===== config.mk =====
export PLATFORM = sky130hd
export DESIGN_NAME = reset_sync_and_reset_output
export DESIGN_NICKNAME = d
export VERILOG_FILES = /design/src/hdl/rst_seq_pkg.sv /design/src/hdl/reset_sync_and_reset_output.sv
export SDC_FILE = /design/constraint.sdc
export NUM_CORES = 1
export LEC_CHECK = 0
export BUFFER_PORTS_ARGS = -buffer_cell sky130_fd_sc_hd__buf_2
export CAP_MARGIN = 20
export CORE_MARGIN = 2
export CORE_UTILIZATION = 39
export CTS_CLUSTER_SIZE = 16
export DETAILED_ROUTE_END_ITERATION = 8
export PLACE_DENSITY = 0.75
export SLEW_MARGIN = 20
export SYNTH_ARGS = -nofsm -noshare
export SYNTH_HDL_FRONTEND = slang
export SYNTH_SLANG_ARGS = --single-unit

===== constraint.sdc =====
create_clock -name clk_sys -period 1.55 [get_ports clk_sys]
set_input_delay 0.31 -clock clk_sys [delete_from_list [all_inputs] [get_ports clk_sys]]
set_output_delay 0.31 -clock clk_sys [all_outputs]
set_load 0.02 [all_outputs]

===== src/hdl/rst_seq_pkg.sv =====
// constants for the reset sequencer: machine cycle timing and reset defaults
// assumes one oscillator-rate clock drives the whole sequencer
package rst_seq_pkg;
  // ============================================================
  // machine cycle timing
  localparam int unsigned STATES_PER_CYCLE = 6;
  localparam int unsigned PHASES_PER_STATE = 2;
  localparam logic [3:0]  TICK_LAST        = 4'hb;  // twelve ticks per machine cycle
  localparam logic [3:0]  TICK_S5P1        = 4'h8;  // state 5 phase 1
  localparam logic [3:0]  TICK_S5P2        = 4'h9;  // state 5 phase 2
  localparam logic [1:0]  MIN_RESET_CYCLES = 2'h2;
  // ============================================================
  // reset defaults
  localparam logic [15:0] PC_RESET         = 16'h0000;
  localparam logic [7:0]  SP_RESET         = 8'h07;
  localparam logic [7:0]  PORT_RESET       = 8'hff;
  localparam logic [2:0]  PSEL_RESET       = 3'h0;
  localparam int unsigned NUM_PORTS        = 7;
endpackage : rst_seq_pkg


===== src/hdl/reset_sync_and_reset_output.sv =====
// reset sampling, internal reset, merged reset output and bus restart timing
// assumes clk_sys is the oscillator (or the auxiliary clock the oscillator
// watchdog substitutes); wdt and osc-watchdog requests are synchronous pulses/levels
`timescale 1ns/1ps
`default_nettype none

module reset_sync_and_reset_output
  import rst_seq_pkg::*;
(
  input  wire logic                    clk_sys,
  input  wire logic                    rstn,
  input  wire logic                    reset_pin_n,
  input  wire logic                    wdt_reset_req,
  input  wire logic                    oscwd_reset_req,
  input  wire logic                    external_program_select_n,
  output logic                         reset_out_n,
  output logic                         internal_reset,
  output logic                         addr_drive,
  output logic                         ale,
  output logic [15:0]                  pc_value,
  output logic [7:0]                   sp_value,
  output logic [rst_seq_pkg::NUM_PORTS*8-1:0] port_latches,
  output logic [2:0]                   pointer_select_field,
  output logic [3:0]                   phase_tick
);
  import rst_seq_pkg::*;

  typedef enum logic [1:0] {
    RUN,
    RESETTING,
    RESTART
  } seq_e;

  typedef struct packed {
    logic [3:0]                 tick;
    logic                       ext_sync;     // synchronised external request, high = active
    logic [1:0]                 low_cnt;
    logic [1:0]                 int_cnt;      // remaining internal watchdog hold cycles
    logic                       int_req;
    seq_e                       state;
    logic                       int_rst;
    logic                       rst_out_n;
    logic                       addr_on;
    logic                       ale;
    logic [15:0]                pc;
    logic [7:0]                 sp;
    logic [NUM_PORTS*8-1:0]     ports;
    logic [2:0]                 psel;
  } state_s;

  state_s q;
  state_s d;

  // state 5 phase 2 strobe decoded once, used for sampling and release
  function automatic logic is_tick(input logic [3:0] t, input logic [3:0] at);
    is_tick = (t == at);
  endfunction : is_tick

  // ============================================================
  // next state
  always_comb begin
    logic s5p2;
    logic s5p1;
    logic any_req;
    s5p2    = 1'b0;
    s5p1    = 1'b0;
    any_req = 1'b0;
    d       = q;
    // a stopped clock simply stops this sequencer, so only the asynchronous rstn resets without one
    d.tick = (q.tick == TICK_LAST) ? 4'h0 : q.tick + 4'h1;
    s5p1   = is_tick(q.tick, TICK_S5P1);
    s5p2   = is_tick(q.tick, TICK_S5P2);

    if (s5p2) begin
      d.ext_sync = ~reset_pin_n;
      if (~reset_pin_n) begin
        if (q.low_cnt != MIN_RESET_CYCLES) begin
          d.low_cnt = q.low_cnt + 2'h1;
        end
      end else begin
        d.low_cnt = 2'h0;
      end
    end

    // internal requests are stretched to whole machine cycles; the request drops only at the
    // third sample point so that even a request raised just before one lasts two full cycles
    if (wdt_reset_req || oscwd_reset_req) begin
      d.int_req = 1'b1;
      d.int_cnt = MIN_RESET_CYCLES;
    end else if (s5p2 && q.int_req) begin
      if (q.int_cnt == 2'h0) begin
        d.int_req = 1'b0;
      end else begin
        d.int_cnt = q.int_cnt - 2'h1;
      end
    end

    any_req       = d.ext_sync | d.int_req;
    d.rst_out_n   = ~any_req;
    d.ale         = q.ale;

    unique case (q.state)
      RUN: begin
        d.ale = (q.tick == TICK_S5P1) || (q.tick == 4'h2) ? 1'b1 : (s5p2 ? 1'b0 : q.ale);
        if (q.int_req || (s5p2 && ~reset_pin_n)) begin
          d.state = RESETTING;
        end
      end
      RESETTING: begin
        d.addr_on = 1'b0;
        d.ale     = 1'b0;
        // second low-sampled cycle onward, or any held internal request
        if ((q.low_cnt == MIN_RESET_CYCLES) || q.int_req) begin
          d.int_rst = 1'b1;
        end
        // leave together with the output release so internal_reset never outlasts reset_out_n
        if (s5p2 && reset_pin_n && ~d.int_req) begin
          d.state   = RESTART;
          d.int_rst = 1'b0;
        end
      end
      RESTART: begin
        if (q.int_req || (s5p2 && ~reset_pin_n)) begin
          d.state = RESETTING;
        end else if (s5p1) begin
          d.addr_on = ~external_program_select_n;
          d.ale     = 1'b1;
        end else if (s5p2) begin
          d.ale   = 1'b0;
          d.state = RUN;
        end
      end
    endcase

    // register defaults forced while internal reset is applied; ram is outside this block
    if (q.int_rst) begin
      d.pc    = PC_RESET;
      d.sp    = SP_RESET;
      d.ports = {NUM_PORTS{PORT_RESET}};
      d.psel  = PSEL_RESET;
    end
  end

  // ============================================================
  // state register
  always_ff @(posedge clk_sys or negedge rstn) begin
    if (!rstn) begin
      q.tick      <= 4'h0;
      q.ext_sync  <= 1'b0;
      q.low_cnt   <= 2'h0;
      q.int_cnt   <= 2'h0;
      q.int_req   <= 1'b0;
      q.state     <= RUN;
      q.int_rst   <= 1'b0;
      q.rst_out_n <= 1'b1;
      q.addr_on   <= 1'b0;
      q.ale       <= 1'b0;
      q.pc        <= PC_RESET;
      q.sp        <= SP_RESET;
      q.ports     <= {NUM_PORTS{PORT_RESET}};
      q.psel      <= PSEL_RESET;
    end else begin
      q <= d;
    end
  end

  assign reset_out_n          = q.rst_out_n;
  assign internal_reset       = q.int_rst;
  assign addr_drive           = q.addr_on;
  assign ale                  = q.ale;
  assign pc_value             = q.pc;
  assign sp_value             = q.sp;
  assign port_latches         = q.ports;
  assign pointer_select_field = q.psel;
  assign phase_tick           = q.tick;

endmodule : reset_sync_and_reset_output

`default_nettype wire


==> results.yml <==
run_status:
  status: "complete, no violations"
placement:
  dpl-instance-area_um2: 1410
  port_buffers: 13
  dp_hpwl_um: 1870
  placed_cells: 241
  gp_congestion: 0.873
die:
  die_width_um: 67.6
  io_pins: 97
  row_count: 23
  initial_core_util_pct: 40.0
  core-area_um2: 3940
  dieArea_um2: 4570
  die_y_um: 67.6
worst_setup_path:
  critPathRequiredTime_ns: 1.68
  worst_setup_path_start_kind: "flip-flop"
  end_kind: "flip-flop"
  worstPathArrival_ns: 1.67
  cp-startpoint: "phase_tick[0]$_DFF_PN0_"
  timing.rr.start: "phase_tick[0]$_DFF_PN0_"
  crit_fanout: 3
  crit_type: "flip-flop to flip-flop"
route:
  drc: 0
  antenna_left: 0
  wl_per_cell_um: 9.25
  dr.pass1.iters: 4
  wl_um: 2290
  vias: 973
  via_per_inst: 3.92
  drt_iter0_drc: 6
clock_network:
  worstSkewPairLatency_ns: 0.24
  cts_tree: "built"
  root_buffer: "clkbuf_8"
  cts_sinks: 16
  cts_buffer_depth: 2
  htreeDepth: 1
  cts.clk_slew.worst_paths_ns: 0.06
  cts_buffers: 3
synthesis:
  synthSimpleGateAreaFrac_pct: 8.17
  avgSynthCellArea_um2: 8.81
  muxShareOfSynthArea_pct: 1.35
  synth-seq-area-share_pct: 25.5
  ys_ff_latch: 16
  synth_compound_area_share_pct: 11.0
  synthAdderAreaFrac_pct: 7.14
  synthDistinctLibCells: 34
  syn_area_um2: 1580
  synthCells: 179
  yosys_warnings: 0
  synth_xor_area_share_pct: 1.11
  synth_top_family_by_area: "buffers and inverters"
layout:
  final_cell_mix: "conb_1 (83), dfrtp_1 (14), buf_2 (13), inv_1 (9), buf_4 (8)"
  fillers: 405
  antenna_cells: 0
  instances_no_fill: 248
  drive_gt1_share_pct: 21.2
  stdcell_area_um2: 1520
  final_nets: 214
  area_delta_synth_final_pct: -3.89
  final_common_cell: "conb_1"
grt:
  grt_use_total_pct: 10.1
  grt_overflow: 0
  grt_pass1_vias: 797
  grt_pass1_wl_um: 3430
  antenna_found_initial: 0
  grt_max_degree: 17
power:
  power_density_nw_per_um2: 847
  leakagePower_uw: 0.000834
  ir_drop_mv: 0.384
timing:
  finalMaxSlewViolations: 0
  holdWs_ns: 0.246
  clock.fmax_mhz: 652
  finalSetupViolCount: 0
  setup_tns_ns: 0
  hold_viol_final: 0
  fin_crit_sh_pct: 99.0
  rsz0062_at_grt: "yes"
  fin_crit_ns: 1.53
  fin_skew_ns: 0.000363
run:
  drv_cap: 0
worst_hold_path:
  hold_class: "input pin to flip-flop"
  min_from: "wdt_reset_req"
## registers in the layout (all words and copies together) (netlist names)
register	cells
phase_tick	4
q	8
reset_out_n	1
addr_drive	1
internal_reset	1
ale	1
## what timing repair did
action | CTS | global route
gates cloned | 0 | 0
endpoints found under the hold margin | 15 | 0
gates resized for setup | 7 | 4
hold buffers | 1 | 0
pin swaps | 7 | 5
buffers inserted | 2 | 0
setup endpoints to repair | 3 | 6
## metal layers
layer  up-vias  share of wire, %  GRT usage (%)
li1        452                 -              -
met1       461                36           10.5
met2        56                54           18.9
met3         4               9.0           1.83
met4         0               1.1           5.61
met5         -                 0              0
## critical path, stage by stage (launching register included)
cell and delay (ns):
dfrtp_2 0.40, inv_2 0.05, ha_2 0.19, o21a_1 0.18, o221ai_2 0.16, a21bo_2 0.26
a32o_1 0.20
## kinds of logic (layout without fill, tap and decap cells)
group	after synthesis	in the layout
buffers and inverters	101	39
xor gates and xnor gates	2	2
muxes	2	2
adders and majority gates	9	9
and+or+nand+nor	23	23
other	2	83
AOI/OAI and AO/OA	24	24
DFF	16	16
## Yosys cell counts
cell type / n / area, um^2
o31ai_1: 1 / 7.51
o2111ai_1: 2 / 17.5
o21a_1: 2 / 15.0
or3_1: 1 / 6.26
a21oi_1: 5 / 25.0
o21ai_0: 3 / 15.0
nand3_1: 2 / 10.0
o221ai_1: 1 / 8.76
nand2_1: 6 / 22.5
conb_1: 2 / 7.51
mux2i_1: 1 / 10.0
o211ai_1: 1 / 7.51
buf_6: 1 / 11.3
nor2b_1: 1 / 6.26
a21bo_2: 1 / 10.0
mux2_2: 1 / 11.3
dfrtp_1: 15 / 375
a22oi_1: 1 / 7.51
nor4bb_1: 1 / 10.0
a21o_1: 1 / 7.51
a22o_1: 2 / 17.5
a211o_1: 1 / 8.76
ha_1: 9 / 113
nor3_1: 3 / 15.0
buf_4: 87 / 653
or4_1: 1 / 7.51
xnor2_1: 2 / 17.5
and3b_1: 1 / 8.76
nor2_1: 6 / 22.5
dfstp_2: 1 / 26.3
a32o_1: 2 / 20.0
nand3b_4: 1 / 20.0
inv_1: 13 / 48.8
o22ai_1: 1 / 6.26
## area by class of cell
type	instances	area (um^2)	area share, %
clock buffer	4	45.0	2.97
inverter	13	48.8	3.22
multi-input combinational	143	821	54.2
sequential	16	403	26.6
tap	50	62.6	4.13
timing repair buffer	22	135	8.92
## power breakdown
group | internal [uW] | switching (uW)
clock network | 182 | 138
logic | 134 | 342
registers | 457 | 31.2
total | 772 | 510
## worst paths after layout
kind	to	cells past startpoint	slack (ns)
max	q[87]$_DFFE_PN0P_	6	0.02
min	q[90]$_DFFE_PN0P_	2	0.25
max reg2reg	q[87]$_DFFE_PN0P_	6	0.02
min reg2reg	q[94]$_DFF_PN0_	1	0.50
max in group asynchronous	reset_out_n$_DFF_PN1_	2	0.74
min in group asynchronous	addr_drive$_DFFE_PN0P_	2	0.50
## per-stage QoR
step	total power (uW)	worst slack (ns)	utilization [%]
2_1_floorplan	1010	0.00389	-
3_3_place_gp	905	0.00598	35.8
3_5_place_dp	922	-0.0412	35.8
4_1_cts	1290	-0.0159	38.0
5_1_grt	1370	-0.0587	38.4
6_report	1280	0.0160	38.4
No activity file was read; power rests on OpenSTA's default activity.
